File: src/rtl/strap_regs.svh
// offsets, field positions, reset values and fixed codes of the supervisor trap state registers
// assumes: included by the modules by bare name; the package does not include it
`ifndef STRAP_REGS_SVH
`define STRAP_REGS_SVH
`define CSR_SCRATCH_ADDR 12'h140
`define CSR_TRAP_PC_ADDR 12'h141
`define CSR_TRAP_CAUSE_ADDR 12'h142
`define CSR_TRAP_VALUE_ADDR 12'h143
`define CAUSE_CODE_BITS 5
`define INT_SUP_SOFTWARE 5'h01
`define INT_SUP_TIMER 5'h05
`define INT_SUP_EXTERNAL 5'h09
`define INT_COUNTER_OVF 5'h0d
`define EXC_FETCH_MISALIGNED 5'h00
`define EXC_FETCH_ACCESS 5'h01
`define EXC_ILLEGAL 5'h02
`define EXC_BREAKPOINT 5'h03
`define EXC_LOAD_MISALIGNED 5'h04
`define EXC_LOAD_ACCESS 5'h05
`define EXC_STORE_MISALIGNED 5'h06
`define EXC_STORE_ACCESS 5'h07
`define EXC_ECALL_USER 5'h08
`define EXC_ECALL_SUPER 5'h09
`define EXC_FETCH_PAGE 5'h0c
`define EXC_LOAD_PAGE 5'h0d
`define EXC_STORE_PAGE 5'h0f
`define EXC_SOFTWARE_CHECK 5'h12
`define EXC_HARDWARE_ERROR 5'h13
`define SWCHK_NONE 2'h0
`define SWCHK_LANDING_PAD 2'h2
`define SWCHK_SHADOW_STACK 2'h3
`define RESET_WORD 64'h0000_0000_0000_0000
`endif

File: src/rtl/strap_pkg.sv
// types shared by the supervisor trap state register files
// assumes: nothing beyond a standard SystemVerilog tool
package strap_pkg;
	typedef enum logic [1:0] {OP_NONE, OP_WRITE, OP_SET, OP_CLEAR} csr_op_type;
	typedef enum logic [1:0] {TV_ZERO, TV_ADDRESS, TV_INSTR, TV_SUBCAUSE} tval_kind_type;
endpackage

File: src/rtl/trap_cause_legalize.sv
// legalizes a cause value: interrupt flag plus a code kept in the implemented low bits
// assumes: purely combinational, used for both software writes and hardware traps
`timescale 1ns/1ps
`default_nettype none
`include "strap_regs.svh"
module trap_cause_legalize #(
	parameter int WordWidth = 64,
	parameter int CodeBits = `CAUSE_CODE_BITS
) (
	input wire logic [WordWidth-1:0] rawCause, // value offered for storage
	output logic [WordWidth-1:0] legalCause // interrupt flag and stored code bits
);
	// codes wider than the implemented field are truncated, a legal write_legal_read_legal outcome
	always_comb begin
		legalCause = '0;
		legalCause[WordWidth-1] = rawCause[WordWidth-1];
		legalCause[CodeBits-1:0] = rawCause[CodeBits-1:0];
	end
endmodule
`default_nettype wire

File: src/rtl/trap_value_select.sv
// forms the trap value written on trap entry from the core's trap information
// assumes: core reports the kind of value and the raw address or instruction bits
`timescale 1ns/1ps
`default_nettype none
`include "strap_regs.svh"
module trap_value_select
	import strap_pkg::*;
#(
	parameter int WordWidth = 64,
	parameter int MaxInstrLen = 32
) (
	input wire tval_kind_type kind, // what the trap value carries
	input wire logic [WordWidth-1:0] faultAddr, // faulting portion virtual address
	input wire logic [WordWidth-1:0] instrBits, // faulting instruction, right justified
	input wire logic [1:0] subCause, // software check sub-cause
	output logic [WordWidth-1:0] value // value for the trap value register
);
	localparam int KeepBits = (MaxInstrLen < WordWidth) ? MaxInstrLen : WordWidth;
	always_comb begin
		value = '0;
		case (kind)
			TV_ADDRESS: value = faultAddr;
			TV_INSTR: value[KeepBits-1:0] = instrBits[KeepBits-1:0];
			TV_SUBCAUSE: value[1:0] = subCause;
			default: value = '0;
		endcase
	end
endmodule
`default_nettype wire

File: src/rtl/supervisor_trap_state_regs.sv
// supervisor scratch, trap pc, trap cause and trap value registers of one hart
// assumes: core issues one csr access or one trap per enabled cycle, trap wins
`timescale 1ns/1ps
`default_nettype none
`include "strap_regs.svh"
module supervisor_trap_state_regs
	import strap_pkg::*;
#(
	parameter int WordWidth = 64,
	parameter int MaxInstrLen = 32,
	parameter bit AlignSwitchable = 1'b1
) (
	input wire logic clk_sys, // core clock
	input wire logic rst_n, // synchronous reset, active low
	input wire logic clkEn, // freezes all state while low, except that reset still applies
	input wire logic csrValid, // one-cycle csr access request
	input wire csr_op_type csrOp, // write, set or clear; none is read only
	input wire logic [11:0] csrAddr, // csr address
	input wire logic [WordWidth-1:0] csrWdata, // write operand
	input wire logic align32, // current instruction_alignment is 32
	input wire logic trapTake, // one-cycle trap commit into supervisor
	input wire logic [WordWidth-1:0] trapPc, // interrupted instruction address
	input wire logic trapIsInterrupt, // trap was an interrupt
	input wire logic [`CAUSE_CODE_BITS-1:0] trapCode, // cause code
	input wire tval_kind_type trapValueKind, // kind of trap value
	input wire logic [WordWidth-1:0] trapFaultAddr, // faulting portion address
	input wire logic [WordWidth-1:0] trapInstrBits, // faulting instruction bits
	input wire logic [1:0] trapSubCause, // software check sub-cause
	output logic csrReady, // one-cycle answer pulse
	output logic csrHit, // address decoded to this block
	output logic [WordWidth-1:0] csrRdata, // read data, old value
	output logic [WordWidth-1:0] returnPc // trap pc as seen by supervisor_trap_return
);
	typedef struct packed {
		logic [WordWidth-1:0] scratch;
		logic [WordWidth-1:0] trapPcReg;
		logic [WordWidth-1:0] cause;
		logic [WordWidth-1:0] tval;
		logic ready;
		logic hit;
		logic [WordWidth-1:0] rdata;
		logic [WordWidth-1:0] retPc;
	} state_type;

	state_type cur, next_cur;
	logic [WordWidth-1:0] legalCause, newTval, causeRaw, trapCauseRaw, trapCauseLegal;

	// read view of the trap pc under the current alignment
	function automatic logic [WordWidth-1:0] pcView(input logic [WordWidth-1:0] v, input logic a32);
		logic [WordWidth-1:0] r;
		r = v;
		r[0] = 1'b0;
		if (a32 || !AlignSwitchable) begin
			r[1] = 1'b0;
		end
		return r;
	endfunction

	function automatic logic [WordWidth-1:0] applyOp(input csr_op_type op,
			input logic [WordWidth-1:0] old, input logic [WordWidth-1:0] d);
		logic [WordWidth-1:0] r;
		r = old;
		case (op)
			OP_WRITE: r = d;
			OP_SET: r = old | d;
			OP_CLEAR: r = old & ~d;
			default: r = old;
		endcase
		return r;
	endfunction

	function automatic logic isMine(input logic [11:0] a);
		logic r;
		r = 1'b0;
		if (a == `CSR_SCRATCH_ADDR) begin
			r = 1'b1;
		end else if (a == `CSR_TRAP_PC_ADDR) begin
			r = 1'b1;
		end else if (a == `CSR_TRAP_CAUSE_ADDR) begin
			r = 1'b1;
		end else if (a == `CSR_TRAP_VALUE_ADDR) begin
			r = 1'b1;
		end
		return r;
	endfunction

	always_comb begin
		causeRaw = applyOp(csrOp, cur.cause, csrWdata);
		trapCauseRaw = '0;
		trapCauseRaw[WordWidth-1] = trapIsInterrupt;
		trapCauseRaw[`CAUSE_CODE_BITS-1:0] = trapCode;
	end

	trap_cause_legalize #(.WordWidth(WordWidth), .CodeBits(`CAUSE_CODE_BITS)) swCauseLegal (
		.rawCause(causeRaw),
		.legalCause(legalCause)
	);

	trap_cause_legalize #(.WordWidth(WordWidth), .CodeBits(`CAUSE_CODE_BITS)) hwCauseLegal (
		.rawCause(trapCauseRaw),
		.legalCause(trapCauseLegal)
	);

	// core supplies faulting portion address, covering misaligned and fetch splits
	trap_value_select #(.WordWidth(WordWidth), .MaxInstrLen(MaxInstrLen)) tvalSel (
		.kind(trapValueKind),
		.faultAddr(trapFaultAddr),
		.instrBits(trapInstrBits),
		.subCause(trapSubCause),
		.value(newTval)
	);

	always_comb begin
		next_cur = cur;
		next_cur.ready = 1'b0;
		next_cur.hit = 1'b0;
		if (trapTake) begin
			// all three in one cycle so a handler read sees a matching set
			next_cur.trapPcReg = trapPc;
			next_cur.trapPcReg[0] = 1'b0;
			if (!AlignSwitchable) begin
				next_cur.trapPcReg[1] = 1'b0;
			end
			next_cur.cause = trapCauseLegal;
			next_cur.tval = newTval;
		end else if (csrValid) begin
			next_cur.ready = 1'b1;
			next_cur.hit = isMine(csrAddr);
			next_cur.rdata = '0;
			if (csrAddr == `CSR_SCRATCH_ADDR) begin
				next_cur.rdata = cur.scratch;
				next_cur.scratch = applyOp(csrOp, cur.scratch, csrWdata);
			end else if (csrAddr == `CSR_TRAP_PC_ADDR) begin
				next_cur.rdata = pcView(cur.trapPcReg, align32);
				next_cur.trapPcReg = applyOp(csrOp, cur.trapPcReg, csrWdata);
				next_cur.trapPcReg[0] = 1'b0;
				if (!AlignSwitchable) begin
					next_cur.trapPcReg[1] = 1'b0;
				end
			end else if (csrAddr == `CSR_TRAP_CAUSE_ADDR) begin
				next_cur.rdata = cur.cause;
				next_cur.cause = legalCause;
			end else if (csrAddr == `CSR_TRAP_VALUE_ADDR) begin
				next_cur.rdata = cur.tval;
				next_cur.tval = applyOp(csrOp, cur.tval, csrWdata);
			end
		end
		next_cur.retPc = pcView(next_cur.trapPcReg, align32);
		if (!rst_n) begin
			next_cur = '0;
		end
	end

	always_ff @(posedge clk_sys) begin
		if (clkEn || !rst_n) begin
			cur <= next_cur;
		end
	end

	assign csrReady = cur.ready;
	assign csrHit = cur.hit;
	assign csrRdata = cur.rdata;
	assign returnPc = cur.retPc;

	// helper terms for the checks below
	logic swTaken, trapCommit;
	assign swTaken = clkEn && csrValid && !trapTake;
	assign trapCommit = clkEn && trapTake;
	localparam int InstrKeep = (MaxInstrLen < WordWidth) ? MaxInstrLen : WordWidth;

	// software access: each register against its own operation
	a_scratch_write: assert property (@(posedge clk_sys) disable iff (!rst_n)
		(swTaken && csrAddr == `CSR_SCRATCH_ADDR && csrOp == OP_WRITE) |=> cur.scratch == $past(csrWdata))
		else $error("scratch write lost");
	a_scratch_set: assert property (@(posedge clk_sys) disable iff (!rst_n)
		(swTaken && csrAddr == `CSR_SCRATCH_ADDR && csrOp == OP_SET) |=> cur.scratch == $past(cur.scratch | csrWdata))
		else $error("scratch set wrong");
	a_scratch_clear: assert property (@(posedge clk_sys) disable iff (!rst_n)
		(swTaken && csrAddr == `CSR_SCRATCH_ADDR && csrOp == OP_CLEAR) |=> cur.scratch == $past(cur.scratch & ~csrWdata))
		else $error("scratch clear wrong");
	a_scratch_read: assert property (@(posedge clk_sys) disable iff (!rst_n)
		(swTaken && csrAddr == `CSR_SCRATCH_ADDR) |=> csrRdata == $past(cur.scratch))
		else $error("scratch read altered");
	a_scratch_held: assert property (@(posedge clk_sys) disable iff (!rst_n)
		(rst_n && !(swTaken && csrAddr == `CSR_SCRATCH_ADDR)) |=> $stable(cur.scratch))
		else $error("scratch changed without write");
	a_pc_write_value: assert property (@(posedge clk_sys) disable iff (!rst_n)
		(swTaken && csrAddr == `CSR_TRAP_PC_ADDR && csrOp == OP_WRITE) |=> cur.trapPcReg[WordWidth-1:2] == $past(csrWdata[WordWidth-1:2]))
		else $error("trap pc write lost");
	a_pc_bit_one_kept: assert property (@(posedge clk_sys) disable iff (!rst_n)
		(swTaken && csrAddr == `CSR_TRAP_PC_ADDR && csrOp == OP_WRITE && AlignSwitchable) |=> cur.trapPcReg[1] == $past(csrWdata[1]))
		else $error("trap pc bit one not writable");
	// masking is on the read path only, so the stored bit survives a switch back to 16
	a_pc_read_view: assert property (@(posedge clk_sys) disable iff (!rst_n)
		(swTaken && csrAddr == `CSR_TRAP_PC_ADDR) |=> csrRdata[WordWidth-1:2] == $past(cur.trapPcReg[WordWidth-1:2])
		&& !csrRdata[0] && csrRdata[1] == ($past(cur.trapPcReg[1]) && !$past(align32) && AlignSwitchable))
		else $error("trap pc read view wrong");
	a_pc_held: assert property (@(posedge clk_sys) disable iff (!rst_n)
		(rst_n && !trapTake && !(swTaken && csrAddr == `CSR_TRAP_PC_ADDR)) |=> $stable(cur.trapPcReg))
		else $error("trap pc written without cause");
	a_return_pc_upper: assert property (@(posedge clk_sys) disable iff (!rst_n)
		returnPc[WordWidth-1:2] == cur.trapPcReg[WordWidth-1:2])
		else $error("return pc differs from trap pc");
	a_cause_write: assert property (@(posedge clk_sys) disable iff (!rst_n)
		(swTaken && csrAddr == `CSR_TRAP_CAUSE_ADDR && csrOp == OP_WRITE) |=> cur.cause[WordWidth-1] == $past(csrWdata[WordWidth-1])
		&& cur.cause[`CAUSE_CODE_BITS-1:0] == $past(csrWdata[`CAUSE_CODE_BITS-1:0])) else $error("cause write lost");
	a_cause_set: assert property (@(posedge clk_sys) disable iff (!rst_n)
		(swTaken && csrAddr == `CSR_TRAP_CAUSE_ADDR && csrOp == OP_SET) |=> cur.cause[`CAUSE_CODE_BITS-1:0] ==
		$past(cur.cause[`CAUSE_CODE_BITS-1:0] | csrWdata[`CAUSE_CODE_BITS-1:0])) else $error("cause set wrong");
	a_cause_clear: assert property (@(posedge clk_sys) disable iff (!rst_n)
		(swTaken && csrAddr == `CSR_TRAP_CAUSE_ADDR && csrOp == OP_CLEAR) |=> cur.cause[`CAUSE_CODE_BITS-1:0] ==
		$past(cur.cause[`CAUSE_CODE_BITS-1:0] & ~csrWdata[`CAUSE_CODE_BITS-1:0])) else $error("cause clear wrong");
	a_cause_read: assert property (@(posedge clk_sys) disable iff (!rst_n)
		(swTaken && csrAddr == `CSR_TRAP_CAUSE_ADDR) |=> csrRdata == $past(cur.cause))
		else $error("cause read altered");
	// the middle bits are never stored, whatever software or the core offers
	a_cause_unused_zero: assert property (@(posedge clk_sys) disable iff (!rst_n)
		cur.cause[WordWidth-2:`CAUSE_CODE_BITS] == '0)
		else $error("unimplemented cause bits set");
	a_tval_sw_write: assert property (@(posedge clk_sys) disable iff (!rst_n)
		(swTaken && csrAddr == `CSR_TRAP_VALUE_ADDR && csrOp == OP_WRITE) |=> cur.tval == $past(csrWdata))
		else $error("trap value write lost");
	a_tval_set: assert property (@(posedge clk_sys) disable iff (!rst_n)
		(swTaken && csrAddr == `CSR_TRAP_VALUE_ADDR && csrOp == OP_SET) |=> cur.tval == $past(cur.tval | csrWdata))
		else $error("trap value set wrong");
	a_tval_read: assert property (@(posedge clk_sys) disable iff (!rst_n)
		(swTaken && csrAddr == `CSR_TRAP_VALUE_ADDR) |=> csrRdata == $past(cur.tval))
		else $error("trap value read altered");

	// trap entry: all three registers from the one commit cycle
	a_trap_pc_load: assert property (@(posedge clk_sys) disable iff (!rst_n)
		trapCommit |=> cur.trapPcReg == {$past(trapPc[WordWidth-1:2]), $past(trapPc[1]) && AlignSwitchable, 1'b0})
		else $error("trap pc not loaded");
	a_cause_int_flag: assert property (@(posedge clk_sys) disable iff (!rst_n)
		trapCommit |=> cur.cause[WordWidth-1] == $past(trapIsInterrupt))
		else $error("cause flag wrong");
	a_cause_code_load: assert property (@(posedge clk_sys) disable iff (!rst_n)
		trapCommit |=> cur.cause[`CAUSE_CODE_BITS-1:0] == $past(trapCode))
		else $error("cause code wrong");
	a_tval_address: assert property (@(posedge clk_sys) disable iff (!rst_n)
		(trapCommit && trapValueKind == TV_ADDRESS) |=> cur.tval == $past(trapFaultAddr))
		else $error("trap value address wrong");
	a_tval_instr: assert property (@(posedge clk_sys) disable iff (!rst_n)
		(trapCommit && trapValueKind == TV_INSTR) |=> cur.tval == (($past(trapInstrBits) << (WordWidth - InstrKeep)) >> (WordWidth - InstrKeep)))
		else $error("trap value instruction bits wrong");
	a_tval_subcause: assert property (@(posedge clk_sys) disable iff (!rst_n)
		(trapCommit && trapValueKind == TV_SUBCAUSE) |=> cur.tval == {{(WordWidth-2){1'b0}}, $past(trapSubCause)})
		else $error("trap value sub-cause wrong");
	a_tval_zero_other: assert property (@(posedge clk_sys) disable iff (!rst_n)
		(trapCommit && trapValueKind == TV_ZERO) |=> cur.tval == '0)
		else $error("trap value not zeroed");
	a_trap_drops_csr: assert property (@(posedge clk_sys) disable iff (!rst_n)
		trapCommit |=> !csrReady)
		else $error("access answered in trap cycle");

	// hold checks: no hardware write outside a trap, then trap pc bit zero and bit one masking
	a_cause_held: assert property (@(posedge clk_sys) disable iff (!rst_n)
		(rst_n && !trapTake && !(csrValid && csrAddr == `CSR_TRAP_CAUSE_ADDR)) |=> $stable(cur.cause))
		else $error("cause changed without cause");
	a_tval_held: assert property (@(posedge clk_sys) disable iff (!rst_n)
		(rst_n && !trapTake && !(csrValid && csrAddr == `CSR_TRAP_VALUE_ADDR)) |=> $stable(cur.tval))
		else $error("trap value changed");
	a_scratch_trap_keep: assert property (@(posedge clk_sys) disable iff (!rst_n)
		trapTake |=> $stable(cur.scratch))
		else $error("scratch touched by trap");
	a_pc_bit_zero: assert property (@(posedge clk_sys) disable iff (!rst_n)
		!cur.trapPcReg[0] && !returnPc[0])
		else $error("trap pc bit zero set");
	a_pc_align_mask: assert property (@(posedge clk_sys) disable iff (!rst_n)
		(clkEn && align32) |=> !returnPc[1])
		else $error("trap pc bit one visible");

	// answer pulse: one cycle per accepted access, none otherwise
	a_read_answer: assert property (@(posedge clk_sys) disable iff (!rst_n)
		swTaken |=> csrReady ##1 (!csrReady || $past(csrValid)))
		else $error("no read answer");
	a_ready_only_answer: assert property (@(posedge clk_sys) disable iff (!rst_n)
		(rst_n && clkEn && !swTaken) |=> !csrReady)
		else $error("answer without access");
endmodule
`default_nettype wire

File: config.mk
export PLATFORM = sky130hd
export DESIGN_NAME = supervisor_trap_state_regs
export DESIGN_NICKNAME = d
export VERILOG_FILES = /design/src/rtl/strap_pkg.sv /design/src/rtl/trap_cause_legalize.sv /design/src/rtl/trap_value_select.sv /design/src/rtl/supervisor_trap_state_regs.sv
export VERILOG_INCLUDE_DIRS = /design/src /design/src/rtl
export SDC_FILE = /design/constraint.sdc
export NUM_CORES = 1
export LEC_CHECK = 0
export BUFFER_PORTS_ARGS = -buffer_cell sky130_fd_sc_hd__buf_2
export CAP_MARGIN = 20
export CORE_MARGIN = 2
export CORE_UTILIZATION = 58
export DETAILED_ROUTE_END_ITERATION = 8
export PLACE_DENSITY_LB_ADDON = 0.05
export SKIP_CTS_REPAIR_TIMING = 1
export SYNTH_ARGS = -nofsm -noshare
export SYNTH_HDL_FRONTEND = slang
export SYNTH_SLANG_ARGS = --single-unit
File: constraint.sdc
create_clock -name clk_sys -period 16.7 [get_ports clk_sys]
set_input_delay 0.835 -clock clk_sys [delete_from_list [all_inputs] [get_ports clk_sys]]
set_output_delay 0.835 -clock clk_sys [all_outputs]
set_load 0.005 [all_outputs]
* Word level (Yosys, flattened, before mapping)
Index checks and enable logic that the tools add are counted.
** Word-level totals
- Register bits :: 386
- Bits of input ports :: 286
- Output and inout port bits :: 130
- Logic and storage cells :: 83
** Cells by class
- Equal/unequal tests :: 22
- Muxes and demuxes :: 27
- Bitwise logic cells :: 11
- Reduce and logical (&&, ||, !) cells :: 11
** Operators by type and width (count)
- case mux 64 bit (3 select lines) :: 4
- two-way mux 64 bit :: 11
- two-way mux 192 bit :: 2
- two-way mux 322 bit :: 1
- bitwise AND 64 bit :: 4
- bitwise OR 64 bit :: 4
- two-way mux 128 bit :: 1
- NOT 64 bit :: 1
- case mux 30 bit (2 select lines) :: 1
- equality test 12 x 9 -> 1 bit (second input constant) :: 4
- two-way mux 32 bit :: 1
- != test 3 x 1 -> 1 bit (second input constant) :: 4
- AND reduction 5 bit :: 2
- != test 3 bit (second input constant) :: 3
- equality test 2 bit (second input constant) :: 4
- AND reduction 7 bit :: 1
- case mux 2 bit (3 select lines) :: 1
- AND reduction 6 bit :: 1
- two-way mux 1 bit :: 5
- != test 5 x 1 -> 1 bit (second input constant) :: 1
- equality test 2 x 1 -> 1 bit (second input constant) :: 2
- != test 2 x 1 -> 1 bit (second input constant) :: 2
- != test 4 x 1 -> 1 bit (second input constant) :: 1
- AND reduction 4 bit :: 1
- 7 further kinds :: 9

* Logic depth before layout (Yosys ltp)
- Word-level depth :: 9
- Mapped depth :: 8
- Mapped depth without buffers :: 6

* By module
From an unflattened synthesis, not the netlist that was laid out.
** Second synthesis, totals
- Cell total of the unflattened synthesis :: 2161
- Area, all modules :: 20774.9 µm²
** Modules (own cells, without submodules)
- supervisor_trap_state_regs :: times used 1, cells an instance 1916, area each 19032.0 µm², seq. area each 9669.3 µm²
- trap_cause_legalize :: times used 2, cells an instance 65, area each 484.2 µm², seq. area each 0.0 µm²
- trap_value_select :: times used 1, cells an instance 115, area each 774.5 µm², seq. area each 0.0 µm²

* Worst setup path after synthesis
No wires, ideal clock.
- Path kind :: input to register
- From :: input csrAddr[5]
- To :: register cur[322] in the netlist's numbering, enable pin
- Library setup time :: 0.581 ns
- Data arrival time :: 6.546 ns
- Data required time :: 16.119 ns
- Slack :: 9.573 ns
- Stages on the path :: 4
- Buffers on the path :: 1
- Cells stage by stage :: nor4_4 -> nand4_1 -> clkbuf_1 -> o31ai_1
** On the way
- Longest elaborated chain between the ends :: 3
** RTL lines
- start: declaration :: RTL line supervisor_trap_state_regs.sv:18 : input wire logic [11:0] csrAddr,
- equality test 12 x 9 -> 1 bit (no source line)
- != test 2 x 1 -> 1 bit (no source line)
- AND reduction 5 bit (no source line)
- end signal: assignment :: RTL line supervisor_trap_state_regs.sv:156 : cur <= next_cur;
- end: declaration :: RTL line supervisor_trap_state_regs.sv:45 : state_type cur, next_cur;
No other way between the ends.
A chain may end at the register's enable or synchronous reset.

* Worst setup path after layout
- From :: input csrAddr[0]
- To :: register cur[317] in the netlist's numbering, data pin
** On the way
- Longest elaborated chain between the ends :: 5
- Elaborated cells between the ends (all ways) :: 6
- Classes of those cells :: eq/ne (2); mux (4)
** RTL lines
- equality test 12 x 9 -> 1 bit (no source line)
- two-way mux 64 bit :: RTL line supervisor_trap_state_regs.sv:133 : end else if (csrAddr == `CSR_TRAP_PC_ADDR) begin
- two-way mux 192 bit (*) :: RTL line supervisor_trap_state_regs.sv:130 : if (csrAddr == `CSR_SCRATCH_ADDR) begin
- two-way mux 322 bit (*) :: RTL line supervisor_trap_state_regs.sv:126 : end else if (csrValid) begin
- two-way mux 192 bit (*) :: RTL line supervisor_trap_state_regs.sv:117 : if (trapTake) begin
Every way passes the cells marked *; elsewhere a longest branch is shown, timed or not. The select of a mux whose other input is x is not followed.

==> impl_metrics.ini <==
[grt]
grt-ovfl-total = 0
track_usage = 0.342
grt_use_met3 = 0.0511
grt_use_met1 = 0.453
antenna_found_initial = 9
met2_usage = 0.570
grt_pass1_wl_um = 76100
grt.busiest_layer = met2
grt_pass1_vias = 13300
grt_max_degree = 71

[detailed_routing]
num_vias = 13600
route.detailed.drc = 0
first_pass_iters = 5
drtAntennaViolNets = 0
drt_iter0_drc = 1463
via_per_inst = 6.36
wl_per_cell_um = 23.9
drt_wl_total_um = 51000

[yosys]
synth-seq-area-share = 0.492
synth_top_area_frac = 0.492
synth_cell_types = 45
synth-seq-cells = 264
synth-edff-count = 264
synth_ff_type = edfxtp_1
async_flop_share = 0
yosysWarnings = 0
synth_nets = 1852
synthTopCellsByArea = edfxtp_1 49%, nor2_1 7.3%, buf_4 6.3%, a2111oi_2 5.8%, a211oi_1 5.6%
yosysTopAreaCell = edfxtp_1
syn_area_um2 = 16100
syn-instance-count = 1557
syn_avg_cell_area_um2 = 10.3

[worst_setup_path]
reg2reg_to = csrRdata[63]
worstPathCellList = buf_4 -> nor4bb_1 -> nand4_1 -> nor3_4 -> buf_4 -> a211oi_1
r2r_start = cur[321]
reg2regPathDepth = 2
cp.required_ns = 16.96
reg2reg_slack_ns = 15.58
criticalPathCategory = input port to flop
worst_setup_path_start_kind = input port
cpPeakStageDelay_ns = 0.94
crit_path_end_kind = flop
cp_max_fo = 69
cp_top_family = simple AND/OR/NAND/NOR gates
critPathMostFrequentCell = buf_4
critical_path_arrival_ns = 4.30
cp_num_buf_inv = 2
crit_path_top_delay_cell = nor3_4

[clocking]
cts_root_buf = clkbuf_16
insertion_delay_ns = 0.55
cts_buffers = 30
cts_tree = built
clk_pin_slew_ns = 0.06
cts_buffer_depth = 3
h-tree-depth = 1
clock_sinks = 264

[pwr]
comb_power_share = 0.145
swShare = 0.268
leakagePower_uw = 0.00714
cellInternalPower_uw = 1210
power_frac_seq = 0.491
vdd_drop_max_mv = 0.0830
p_switching_uw = 443
power_density_nw_per_um2 = 91.4
clkPwrFrac = 0.364
power_uw = 1650

[placed_design]
port_buffers = 381
hpwl_um = 29500
place_congestion = 0.859
place_inst = 2071

[job]
drv_cap = 0

[hold_path]
min_to = cur[164]
hold_path_class = input port to flop
hold_path_depth = 3
hp-start = trapFaultAddr[34]

[floorplan]
core_area_um2 = 27100
ios = 416
row_count = 60
dieWidth_um = 171
die_h_um = 171
initial_core_util = 0.594
die_area_um2 = 29100

[status]
status = completed

[layout]
layout.cells.non_filler = 2133
nFillCells = 2233
seqCellArea_um2 = 7930
drive_gt1_frac = 0.295
syn2layout_area_growth_pct = 12.2
finalNetCount = 2027
multiInputGateArea_um2 = 6680

[sta]
maxSlewViolCount = 0
clock.fmax_mhz = 247
post-route-period-util = 0.242
rsz0062_at_grt = false
finalSetupViolCount = 0
setup_tns_ns = 0
fin_crit_ns = 4.04
final-hold-violation-count = 0
worstMarginPinSlew_ns = 1.12
finClkSkew_ns = 0.00650
slew_headroom = 0.252
==> synth_stat cells, types with 2 or more instances <==
library cell / count
o22ai_1: 2
a211o_1: 3
mux2i_1: 64
buf_2: 15
o21ai_0: 69
clkbuf_1: 95
a222oi_1: 2
and2_1: 3
inv_1: 8
a21oi_1: 5
nor4_1: 2
nor3_1: 70
o32ai_1: 32
buf_6: 7
a211oi_1: 121
a2111oi_2: 62
edfxtp_1: 264
nor2_1: 315
o31ai_1: 41
nor2b_1: 5
mux2_2: 3
ha_1: 9
buf_4: 136
xor2_1: 63
nand4_1: 2
and3_1: 2
nand2_1: 103
buf_1: 5
a22oi_1: 31
nand2b_1: 3
==> per-stage QoR <==
| step | hold WS (ns) | worst slack (ns) | area [um^2] | utilization |
|---|---|---|---|---|
| 2_1_floorplan | 0.577 | 9.57 | 16100 | - |
| 3_3_place_gp | 0.604 | 12.30 | 17200 | 0.633 |
| 3_5_place_dp | 0.612 | 12.29 | 17200 | 0.633 |
| 4_1_cts | 0.552 | 12.75 | 18000 | 0.665 |
| 5_1_grt | 0.562 | 12.63 | 18100 | 0.666 |
| 6_report | 0.563 | 12.66 | 18100 | 0.666 |
==> flip-flops by register name, summed over array words and instances, names as in the netlist <==
signal / count
csrReady: 1
returnPc: 1
cur: 197
csrRdata: 64
csrHit: 1
==> layout by cell type (no fill, tap or decap), drive strengths merged, types with 5 or more instances in the layout <==
| cell | count |
|---|---|
| buf | 401 |
| nor2 | 315 |
| edfxtp | 264 |
| a211oi | 121 |
| nand2 | 103 |
| nor3 | 71 |
| o21ai | 69 |
| mux2i | 64 |
| xor2 | 63 |
| a2111oi | 62 |
| clkbuf | 44 |
| o31ai | 41 |
| o32ai | 32 |
| a22oi | 31 |
| clkinv | 9 |
| ha | 9 |
| diode | 8 |
| inv | 8 |
| nor2b | 5 |
| a21oi | 5 |
==> power by group through the flow <==
stage,clock (uW),sequential (uW),combinational (uW)
floorplan,0,816,155
global placement,0,822,230
detailed placement,0,823,236
CTS,602,810,236
global route,629,815,260
finish,601,811,239
==> worst reg2reg max path, cell delays in order, from the launching register on <==
cell       delay [ns]
edfxtp_1         0.41
nor3_1           0.33
a2111oi_2        0.09
==> how the worst max path moves through the flow <==
stage	start	endpoint	slack (ns)	cells past startpoint
2_1_floorplan	csrAddr[5]	cur[322]	9.57	4
3_3_place_gp	csrAddr[0]	cur[309]	12.30	6
3_5_place_dp	csrAddr[0]	cur[317]	12.29	6
4_1_cts	csrAddr[0]	cur[317]	12.75	6
5_1_grt	csrAddr[0]	cur[318]	12.63	6
6_report	csrAddr[0]	cur[317]	12.66	6
==> cell type report <==
| class | count | area share |
|---|---|---|
| timing repair buffer | 401 | 0.115 |
| antenna | 8 | 0.00111 |
| sequential | 264 | 0.439 |
| multi-input combinational | 1027 | 0.370 |
| clock inverter | 9 | 0.00201 |
| tap | 372 | 0.0258 |
| inverter | 8 | 0.00166 |
| clock buffer | 44 | 0.0457 |
==> cells by family after synthesis <==
kind of cell | Yosys count | synth area share
xor gates and xnor gates | 63 | 0.0343
AOI/OAI and AO/OA | 371 | 0.193
buffers and inverters | 266 | 0.0982
muxes | 67 | 0.0419
other | 1 | 0.000233
and+or+nand+nor | 516 | 0.132
DFF | 264 | 0.492
adders and majority gates | 9 | 0.00700
==> layer usage <==
| metal | vias up | share of wire |
|---|---|---|
| met2 | 860 | 0.48 |
| met3 | 109 | 0.098 |
| met4 | 2 | 0.034 |
| li1 | 6029 | - |
| met1 | 6572 | 0.39 |
| met5 | - | 0.00027 |
Power figures use the tool's default switching activity.
